==> src/wis_map.svh <==
`ifndef WIS_MAP_SVH
`define WIS_MAP_SVH
// ==========================================================
// Source numbering
`define WIS_NSRC        45
`define WIS_NEXT        11
`define WIS_NPERI       32
`define WIS_NSWI        4
`define WIS_SRC_W       6
`define WIS_SRC_SOFT    0
`define WIS_SRC_EXT0    1
`define WIS_SRC_EXT4    5
`define WIS_SRC_TICK    12
`define WIS_SRC_PERI0   13
// ==========================================================
// Status register layout
`define WIS_MASK_HI     15
`define WIS_MASK_LO     13
`define WIS_IE_BIT      0
`define WIS_STATUS_RST  16'h0000
// ==========================================================
// Sense encodings and levels
`define WIS_SENSE_LOW   2'h0
`define WIS_SENSE_HIGH  2'h1
`define WIS_SENSE_FALL  2'h2
`define WIS_SENSE_RISE  2'h3
`define WIS_LVL_W       3
`define WIS_LVL_OFF     3'h0
`define WIS_VEC_W       10
`define WIS_VEC_SHIFT   4
`endif

==> src/wis_pkg.sv <==
`include "wis_map.svh"
package wis_pkg;
  // ==========================================================
  // Types
  typedef logic [1:0]               wis_sense_t;
  typedef logic [`WIS_LVL_W-1:0]    wis_level_t;
  typedef logic [`WIS_SRC_W-1:0]    wis_src_t;
  typedef logic [`WIS_VEC_W-1:0]    wis_vector_t;
  typedef enum logic {WIS_RUN, WIS_STANDBY} wis_mode_t;

  // Vector value that names one source
  function automatic wis_vector_t wis_vector(input wis_src_t src);
    wis_vector = wis_vector_t'({4'h0, src}) << `WIS_VEC_SHIFT;
  endfunction

  // True when a line is in its active state for a level mode
  function automatic logic wis_level_on(input wis_sense_t s, input logic now);
    wis_level_on = (s == `WIS_SENSE_LOW) ? ~now : now;
  endfunction
endpackage

==> src/wis_irq_if.sv <==
`timescale 1ns/1ps
`include "wis_map.svh"
interface wis_irq_if;
  import wis_pkg::*;
  logic [`WIS_NSRC-1:0] raw;
  wis_sense_t           sense [`WIS_NSRC];
  logic [`WIS_NSRC-1:0] clear;
  logic [`WIS_NSRC-1:0] pending;
  logic [`WIS_NSRC-1:0] event_hit;
  wis_level_t           level [`WIS_NSRC];
  logic                 win_valid;
  wis_src_t             win_src;
  wis_level_t           win_level;

  modport sense_mp (input raw, sense, clear, output pending, event_hit);
  modport prio_mp  (input pending, level, output win_valid, win_src, win_level);
endinterface

==> src/wis_sense.sv <==
`timescale 1ns/1ps
`include "wis_map.svh"
module wis_sense (
  input  wire logic    ref_clk,
  input  wire logic    reset,
  wis_irq_if.sense_mp  irq
);
  import wis_pkg::*;

  // ==========================================================
  // One detector per source
  genvar i;
  generate
    for (i = 0; i < `WIS_NSRC; i++) begin : g_src
      logic prev_reg;
      logic flag_reg;
      logic is_edge;
      logic hit;

      assign is_edge = irq.sense[i][1];
      // Edge modes match the transition, level modes the entry into the active state
      assign hit = is_edge ?
                   ((irq.sense[i] == `WIS_SENSE_RISE) ? (irq.raw[i] & ~prev_reg)
                                                      : (~irq.raw[i] & prev_reg))
                 : (wis_level_on(irq.sense[i], irq.raw[i]) &
                    ~wis_level_on(irq.sense[i], prev_reg));

      // Previous line state for edge detection
      always_ff @(posedge ref_clk) begin
        if (reset) begin
          prev_reg <= 1'b0;
        end else begin
          prev_reg <= irq.raw[i];
        end
      end

      // Sticky edge flag; a new edge beats a clear in the same cycle
      always_ff @(posedge ref_clk) begin
        if (reset) begin
          flag_reg <= 1'b0;
        end else begin
          flag_reg <= (is_edge & hit) | (flag_reg & ~irq.clear[i]);
        end
      end

      // Level requests are live, so a line dropped early is simply gone
      assign irq.pending[i]   = is_edge ? flag_reg : wis_level_on(irq.sense[i], irq.raw[i]);
      assign irq.event_hit[i] = hit;
    end
  endgenerate
endmodule

==> src/wis_prio.sv <==
`timescale 1ns/1ps
`include "wis_map.svh"
module wis_prio (
  wis_irq_if.prio_mp  irq
);
  import wis_pkg::*;

  // ==========================================================
  // Highest level wins; on a tie the lower source number wins
  always_comb begin
    wis_level_t best_lvl;
    wis_src_t   best_src;
    best_lvl = `WIS_LVL_OFF;
    best_src = '0;
    for (int i = 0; i < `WIS_NSRC; i++) begin
      if (irq.pending[i] && (irq.level[i] > best_lvl)) begin
        best_lvl = irq.level[i];
        best_src = wis_src_t'(i);
      end
    end
    irq.win_level = best_lvl;
    irq.win_src   = best_src;
    irq.win_valid = (best_lvl != `WIS_LVL_OFF);
  end
endmodule

==> src/wis_top.sv <==
`timescale 1ns/1ps
`include "wis_map.svh"
module wis_top (
  input  wire logic                             ref_clk,
  input  wire logic                             reset,
  // External and internal request lines
  input  wire logic                             nmi_pin_n,
  input  wire logic [`WIS_NEXT-1:0]             ext_irq_pins,
  input  wire logic                             clock_tick_irq,
  input  wire logic [`WIS_NPERI-1:0]            periph_irq,
  // Controller per-source settings
  input  wire wis_pkg::wis_sense_t              irq_sense_field [`WIS_NSRC],
  input  wire wis_pkg::wis_level_t              irq_priority_level [`WIS_NSRC],
  input  wire logic [`WIS_NSRC-1:0]             irq_clear,
  // Clock generator wake settings, index 0..4 ext sources, 5 clock tick
  input  wire logic [5:0]                       wake_source_enable,
  input  wire wis_pkg::wis_sense_t              wake_polarity_field [6],
  input  wire logic                             standby_req,
  // Status register access
  input  wire logic                             status_wr,
  input  wire logic [15:0]                      status_wdata,
  // Core handshake
  input  wire logic                             irq_ack,
  input  wire logic                             nmi_ack,
  input  wire logic [`WIS_NSWI-1:0]             sw_int_set,
  input  wire logic [`WIS_NSWI-1:0]             sw_int_clear,
  // DMA trigger selection
  input  wire logic                             dma_trig_en,
  input  wire wis_pkg::wis_src_t                dma_trig_sel,
  // Outputs
  output logic [15:0]                           status_reg,
  output logic [2:0]                            mask_level_field,
  output logic                                  irq_global_enable,
  output logic                                  hw_irq_req,
  output logic                                  sw_irq_req,
  output logic                                  nmi_req,
  output wis_pkg::wis_level_t                   irq_level_out,
  output wis_pkg::wis_src_t                     irq_src_out,
  output wis_pkg::wis_vector_t                  irq_vector_out,
  output logic [`WIS_NSWI-1:0]                  sw_pending_out,
  output logic [`WIS_NSRC-1:0]                  pending_out,
  output logic                                  dma_trigger,
  output logic                                  standby_active,
  output logic                                  wake_pulse,
  output logic                                  wake_isr
);
  import wis_pkg::*;

  // ==========================================================
  // Internal carrier and state
  wis_irq_if irq ();

  wis_mode_t              mode_reg;
  wis_mode_t              mode_next;
  logic [15:0]            status_next;
  wis_level_t             lvl_reg;
  wis_src_t               src_reg;
  wis_vector_t            vec_reg;
  logic                   valid_reg;
  logic [`WIS_NSWI-1:0]   sw_pend_reg;
  logic                   nmi_prev_reg;
  logic                   nmi_pend_reg;
  logic                   dma_reg;
  logic                   wake_pulse_reg;
  logic                   wake_isr_reg;
  logic [`WIS_NSRC-1:0]   pend_reg;
  logic [`WIS_NSRC-1:0]   wake_sel;
  logic [`WIS_NSRC-1:0]   ack_clear;
  logic                   wake_any;
  logic                   wake_isr_any;
  logic                   nmi_fall;

  // ==========================================================
  // Request line assembly
  // Software-set source asserts as a high level whenever its priority is nonzero
  assign irq.raw[`WIS_SRC_SOFT] = (irq_priority_level[`WIS_SRC_SOFT] != `WIS_LVL_OFF);
  assign irq.raw[`WIS_SRC_EXT0 +: `WIS_NEXT]   = ext_irq_pins;
  assign irq.raw[`WIS_SRC_TICK]                = clock_tick_irq;
  assign irq.raw[`WIS_SRC_PERI0 +: `WIS_NPERI] = periph_irq;

  // ==========================================================
  // Effective sense and wake selection per source
  genvar g;
  generate
    for (g = 0; g < `WIS_NSRC; g++) begin : g_cfg
      if ((g >= `WIS_SRC_EXT0 && g <= `WIS_SRC_EXT4) || g == `WIS_SRC_TICK) begin : g_wake
        localparam int WI = (g == `WIS_SRC_TICK) ? 5 : g - `WIS_SRC_EXT0;
        // Wake enable hands sensing to the wake polarity field; tick expects rise here
        assign irq.sense[g] = wake_source_enable[WI] ? wake_polarity_field[WI]
                                                      : irq_sense_field[g];
        assign wake_sel[g]  = wake_source_enable[WI];
      end else if (g == `WIS_SRC_SOFT) begin : g_soft
        assign irq.sense[g] = `WIS_SENSE_HIGH;
        assign wake_sel[g]  = 1'b0;
      end else begin : g_plain
        // Controller-only sources cannot end standby
        assign irq.sense[g] = irq_sense_field[g];
        assign wake_sel[g]  = 1'b0;
      end
      assign irq.level[g] = irq_priority_level[g];
      // Acknowledge drops only the request that the core saw
      assign ack_clear[g] = irq_ack & valid_reg & (src_reg == wis_src_t'(g));
    end
  endgenerate

  assign irq.clear = irq_clear | ack_clear;

  // ==========================================================
  // Detection and ranking
  wis_sense u_sense (
    .ref_clk (ref_clk),
    .reset   (reset),
    .irq     (irq)
  );

  wis_prio u_prio (
    .irq (irq)
  );

  // ==========================================================
  // Status register: only the mask field and the enable bit are kept
  always_comb begin
    status_next = status_reg;
    if (status_wr) begin
      status_next = '0;
      status_next[`WIS_MASK_HI:`WIS_MASK_LO] = status_wdata[`WIS_MASK_HI:`WIS_MASK_LO];
      status_next[`WIS_IE_BIT] = status_wdata[`WIS_IE_BIT];
    end
  end

  always_ff @(posedge ref_clk) begin
    if (reset) begin
      status_reg <= `WIS_STATUS_RST;
    end else begin
      status_reg <= status_next;
    end
  end

  assign mask_level_field  = status_reg[`WIS_MASK_HI:`WIS_MASK_LO];
  assign irq_global_enable = status_reg[`WIS_IE_BIT];

  // ==========================================================
  // Presented request, held in flops so level, source and vector agree
  always_ff @(posedge ref_clk) begin
    if (reset) begin
      valid_reg <= 1'b0;
      lvl_reg   <= `WIS_LVL_OFF;
      src_reg   <= '0;
      vec_reg   <= '0;
    end else begin
      valid_reg <= irq.win_valid & ~(irq_ack & valid_reg & (irq.win_src == src_reg));
      lvl_reg   <= irq.win_level;
      src_reg   <= irq.win_src;
      vec_reg   <= wis_vector(irq.win_src);
    end
  end

  // Acceptance gate seen by the core
  assign hw_irq_req     = valid_reg & irq_global_enable & (lvl_reg > mask_level_field);
  assign irq_level_out  = lvl_reg;
  assign irq_src_out    = src_reg;
  assign irq_vector_out = vec_reg;

  // ==========================================================
  // Software interrupts, separate from the controller path
  always_ff @(posedge ref_clk) begin
    if (reset) begin
      sw_pend_reg <= '0;
    end else begin
      sw_pend_reg <= sw_int_set | (sw_pend_reg & ~sw_int_clear);
    end
  end

  assign sw_irq_req     = irq_global_enable & (|sw_pend_reg);
  assign sw_pending_out = sw_pend_reg;

  // ==========================================================
  // Nonmaskable pin: falling edge latched until the core acknowledges
  assign nmi_fall = ~nmi_pin_n & nmi_prev_reg;

  always_ff @(posedge ref_clk) begin
    if (reset) begin
      nmi_prev_reg <= 1'b1;
    end else begin
      nmi_prev_reg <= nmi_pin_n;
    end
  end

  // A new edge wins over an acknowledge in the same cycle
  always_ff @(posedge ref_clk) begin
    if (reset) begin
      nmi_pend_reg <= 1'b0;
    end else begin
      nmi_pend_reg <= nmi_fall | (nmi_pend_reg & ~nmi_ack);
    end
  end

  assign nmi_req = nmi_pend_reg;

  // ==========================================================
  // DMA trigger: one-cycle pulse on a detected event of the chosen source
  always_ff @(posedge ref_clk) begin
    if (reset) begin
      dma_reg <= 1'b0;
    end else begin
      // Out-of-range selections never fire
      dma_reg <= dma_trig_en && (dma_trig_sel < `WIS_SRC_W'(`WIS_NSRC)) &&
                 irq.event_hit[dma_trig_sel];
    end
  end

  assign dma_trigger = dma_reg;

  // ==========================================================
  // Standby and wake-up
  // Level sources wake while held; edge sources wake on the detected edge or their latched flag
  assign wake_any = |(wake_sel & (irq.event_hit | irq.pending));

  // Service routine follows only if a waking source outranks the mask
  always_comb begin
    wake_isr_any = 1'b0;
    for (int i = 0; i < `WIS_NSRC; i++) begin
      if (wake_sel[i] && (irq.event_hit[i] || irq.pending[i]) &&
          (irq_priority_level[i] > mask_level_field)) begin
        wake_isr_any = irq_global_enable;
      end
    end
  end

  always_comb begin
    mode_next = mode_reg;
    case (mode_reg)
      WIS_RUN: begin
        if (standby_req) begin
          mode_next = WIS_STANDBY;
        end
      end
      WIS_STANDBY: begin
        if (wake_any) begin
          mode_next = WIS_RUN;
        end
      end
      default: begin
        mode_next = WIS_RUN;
      end
    endcase
  end

  always_ff @(posedge ref_clk) begin
    if (reset) begin
      mode_reg <= WIS_RUN;
    end else begin
      mode_reg <= mode_next;
    end
  end

  // Wake report towards the clock generator
  always_ff @(posedge ref_clk) begin
    if (reset) begin
      wake_pulse_reg <= 1'b0;
      wake_isr_reg   <= 1'b0;
    end else begin
      wake_pulse_reg <= (mode_reg == WIS_STANDBY) & wake_any;
      if ((mode_reg == WIS_STANDBY) && wake_any) begin
        wake_isr_reg <= wake_isr_any;
      end
    end
  end

  assign standby_active = (mode_reg == WIS_STANDBY);
  assign wake_pulse     = wake_pulse_reg;
  assign wake_isr       = wake_isr_reg;

  // ==========================================================
  // Pending snapshot for software
  always_ff @(posedge ref_clk) begin
    if (reset) begin
      pend_reg <= '0;
    end else begin
      pend_reg <= irq.pending;
    end
  end

  assign pending_out = pend_reg;
endmodule

==> config.mk <==
export PLATFORM = sky130hd
export DESIGN_NAME = wis_top
export DESIGN_NICKNAME = d
export VERILOG_FILES = /design/src/wis_pkg.sv /design/src/wis_irq_if.sv /design/src/wis_sense.sv /design/src/wis_prio.sv /design/src/wis_top.sv
export VERILOG_INCLUDE_DIRS = /design/src /design/src/src
export SDC_FILE = /design/constraint.sdc
export NUM_CORES = 1
export LEC_CHECK = 0
export BUFFER_PORTS_ARGS = -buffer_cell sky130_fd_sc_hd__buf_2
export CORE_AREA = 2 2 222 158
export CTS_CLUSTER_SIZE = 12
export DETAILED_ROUTE_END_ITERATION = 6
export DIE_AREA = 0 0 224 160
export HOLD_SLACK_MARGIN = 0.15
export PLACE_DENSITY_LB_ADDON = 0.08
export RECOVER_POWER = 50
export SYNTH_ARGS = -nofsm -noshare
export SYNTH_HDL_FRONTEND = slang
export SYNTH_SLANG_ARGS = --single-unit
==> constraint.sdc <==
create_clock -name ref_clk -period 138.4 [get_ports ref_clk]
set_input_delay 27.68 -clock ref_clk [delete_from_list [all_inputs] [get_ports ref_clk]]
set_output_delay 27.68 -clock ref_clk [all_outputs]
set_load 0.005 [all_outputs]
==> load_flow_metrics.sql <==
INSERT INTO impl_metrics (metric_group, metric, value, unit) VALUES
('outcome', 'status', 'finished with violations', ''),
('outcome', 'violations', 'max-capacitance violations, max-slew violations', ''),
('setup_path', 'path_max_fanout', '12', ''),
('place', 'standard_cell_area_after_detailed_placement', '0.0175', 'mm2'),
('timing', 'final.period_utilization', '66.8', '%'),
('timing', 'fmax', '10.8', 'MHz'),
('synthesis', 'mappedNetlistArea', '0.0150', 'mm2'),
('final_layout', 'largest_reg_flops', '45', ''),
('clocking', 'post_cts_resized', '0', ''),
('setup_path', 'rr_worst_depth', '299', ''),
('power_and_ir_drop', 'peakVddDrop', '0.00000974', 'V'),
('final_layout', 'final_cells', '2955', ''),
('power_and_ir_drop', 'powerDensity', '14.4', 'mW/mm2'),
('die', 'initial_core_util', '44.2', '%'),
('synthesis', 'yosysWarnings', '0', ''),
('setup_path', 'timing.setup.critical_path_class', 'in -> reg', ''),
('worst_hold_path', 'whs_endpoint', 'wake_isr', ''),
('final_layout', 'synthToLayoutAreaGrowth', '20.7', '%'),
('place', 'dp_cells', '2913', ''),
('timing', 'slew_violations', '127', ''),
('drt', 'drt_iter0_drc', '1424', ''),
('die', 'core_region_area', '0.0340', 'mm2'),
('power_and_ir_drop', 'switchingPower', '118', 'uW'),
('drt', 'post-route-drc-count', '0', ''),
('timing', 'worst_case_clock_skew', '0.0141', 'ns'),
('timing', 'rsz0062_at_grt', 'no', ''),
('place', 'port-buffer-count', '433', ''),
('final_layout', 'layout-drive-gt1-share', '22.3', '%'),
('synthesis', 'avgSynthCellArea', '7.23', 'um2'),
('setup_path', 'critical-path-top-cell-by-count', 'nor2_1', ''),
('setup_path', 'timing.critical_path.to_type', 'flip-flop', ''),
('job', 'drv.max_cap_violation_count', '2', ''),
('die', 'top_level_ports', '465', ''),
('clocking', 'cts-root-to-sink-buffers', '2', ''),
('timing', 'report.final.setup_viol', '0', ''),
('setup_path', 'worstReg2RegStart', 'u_sense.g_src[1].flag_reg', ''),
('synthesis', 'post_synth_inst_count', '2079', ''),
('grt', 'grt_start_max_net_pins', '65', ''),
('final_layout', 'layout.nets', '2930', ''),
('worst_hold_path', 'min_path_cells', '2', ''),
('drt', 'routed-via-count', '17100', ''),
('clocking', 'holdBufCountCts', '0', ''),
('timing', 'tns', '0', 'ns'),
('grt', 'globalRouteOverflowTotal', '0', ''),
('setup_path', 'r2r_setup_slack', '73.38', 'ns'),
('grt', 'global_route.usage.total', '32.8', '%'),
('power_and_ir_drop', 'fin_total_pwr', '261', 'uW'),
('die', 'die_height', '160', 'um'),
('power_and_ir_drop', 'share_clk_of_total_power', '20.2', '%'),
('worst_hold_path', 'timing.hold.worst.class', 'reg -> reg', ''),
('clocking', 'clk_root_buffer_cell', 'clkbuf_16', ''),
('synthesis', 'synth.ff_latch_count', '157', ''),
('die', 'floorplan.die.width', '224', 'um'),
('synthesis', 'seq_area_frac_synth', '20.9', '%'),
('power_and_ir_drop', 'seqPwrFrac', '20.1', '%'),
('final_layout', 'leading_cell_types_in_the_layout_fill_and_taps_excluded', '405 x buf_2, 275 x nand2_1, 239 x nor2_1, 162 x a21oi_1, 157 x dfxtp_1', ''),
('clocking', 'cts-buffers-inserted', '17', ''),
('clocking', 'cts.reportedPaths.clkPinSlew', '0.07', 'ns'),
('grt', 'global_route_wire_length_before_repair', '90.2', 'mm'),
('final_layout', 'final_core_utilization', '53.3', '%'),
('place', 'hpwlAfterDp', '50.2', 'mm'),
('die', 'floorplan.rows', '57', ''),
('setup_path', 'worst_path_dominant_cell_family', 'compound AO/OA/AOI/OAI gates', ''),
('final_layout', 'finalInstanceArea', '0.0181', 'mm2'),
('timing', 'holdWs', '0.467', 'ns'),
('power_and_ir_drop', 'leakage', '8.18', 'nW'),
('setup_path', 'worst_ep_required_time', '138.79', 'ns'),
('clocking', 'cts_setup_buffers', '0', ''),
('power_and_ir_drop', 'share_comb_of_total_power', '59.7', '%'),
('place', 'post-place-ws', '46.50', 'ns'),
('setup_path', 'critical-path-slowest-cell', 'o311ai_1', '');
[synthesized netlist by cell type (all sizes together) (27+ instances only)]
master	n	area share, %
dfxtp	157	21
nand2b	49	2.0
o21ai	157	5.4
nor2	240	6.0
ha	70	5.8
nand3	52	1.8
inv	110	2.7
and2	66	2.8
a21oi	167	5.8
nand2	277	7.0
o21a	27	1.4
nor2b	63	2.7
a31oi	29	1.3
buf	35	1.6
nor3	45	1.6
xor2	47	2.7
[cell families (layout without fill, tap and decap cells)]
| group | after synthesis | in the layout | synth area share (%) |
|---|---|---|---|
| xor+xnor | 52 | 52 | 3.03 |
| buf+inv | 171 | 580 | 5.04 |
| simple gates | 932 | 932 | 30.6 |
| flops | 157 | 157 | 20.9 |
| fa+ha+maj | 94 | 94 | 7.45 |
| other cells | 1 | 26 | 0.0249 |
| mux | 42 | 42 | 4.10 |
| compound gates | 630 | 630 | 28.8 |
[routing by layer]
layer	wire [um]	vias up	track usage, %	part of all wire [%]
met3	5070	85	7.75	8.4
met4	1260	10	8.79	2.1
met2	26400	673	51.0	44
met1	27600	7986	45.4	46
li1	-	8362	-	-
met5	67	-	0	0.11
[worst max path at each step]
stage                            start   endpoint  cells past startpoint
3_3_place_gp   irq_priority_level[133]  valid_reg                    300
5_1_grt        irq_priority_level[133]  valid_reg                    304
2_1_floorplan  irq_priority_level[133]  valid_reg                    303
3_5_place_dp   irq_priority_level[133]  valid_reg                    303
6_report       irq_priority_level[133]  valid_reg                    302
4_1_cts        irq_priority_level[133]  valid_reg                    302
[cell type report]
class	count	area, um2
diodes	10	25.0
repair buffers	438	2170
clock buffers	19	453
flip-flops and latches	157	3140
well taps	442	553
multi-input cells	1766	11200
clock inverters	13	175
fillers	3420	15900
inverters	110	413
[power groups by stage]
stage                     logic, mW  clock network (mW)  registers, mW
after detailed placement      0.153                   0         0.0533
after CTS                     0.154              0.0536         0.0523
after global routing          0.175              0.0551         0.0528
after floorplan               0.112                   0         0.0518
final                         0.156              0.0528         0.0524
after global placement        0.150                   0         0.0532
[tightest hold or removal path: stages (launching register included)]
cell and delay (ns):
dfxtp_1 0.32, nand2_1 0.05, a21oi_1 0.05
(Power assumes the default switching activity.)
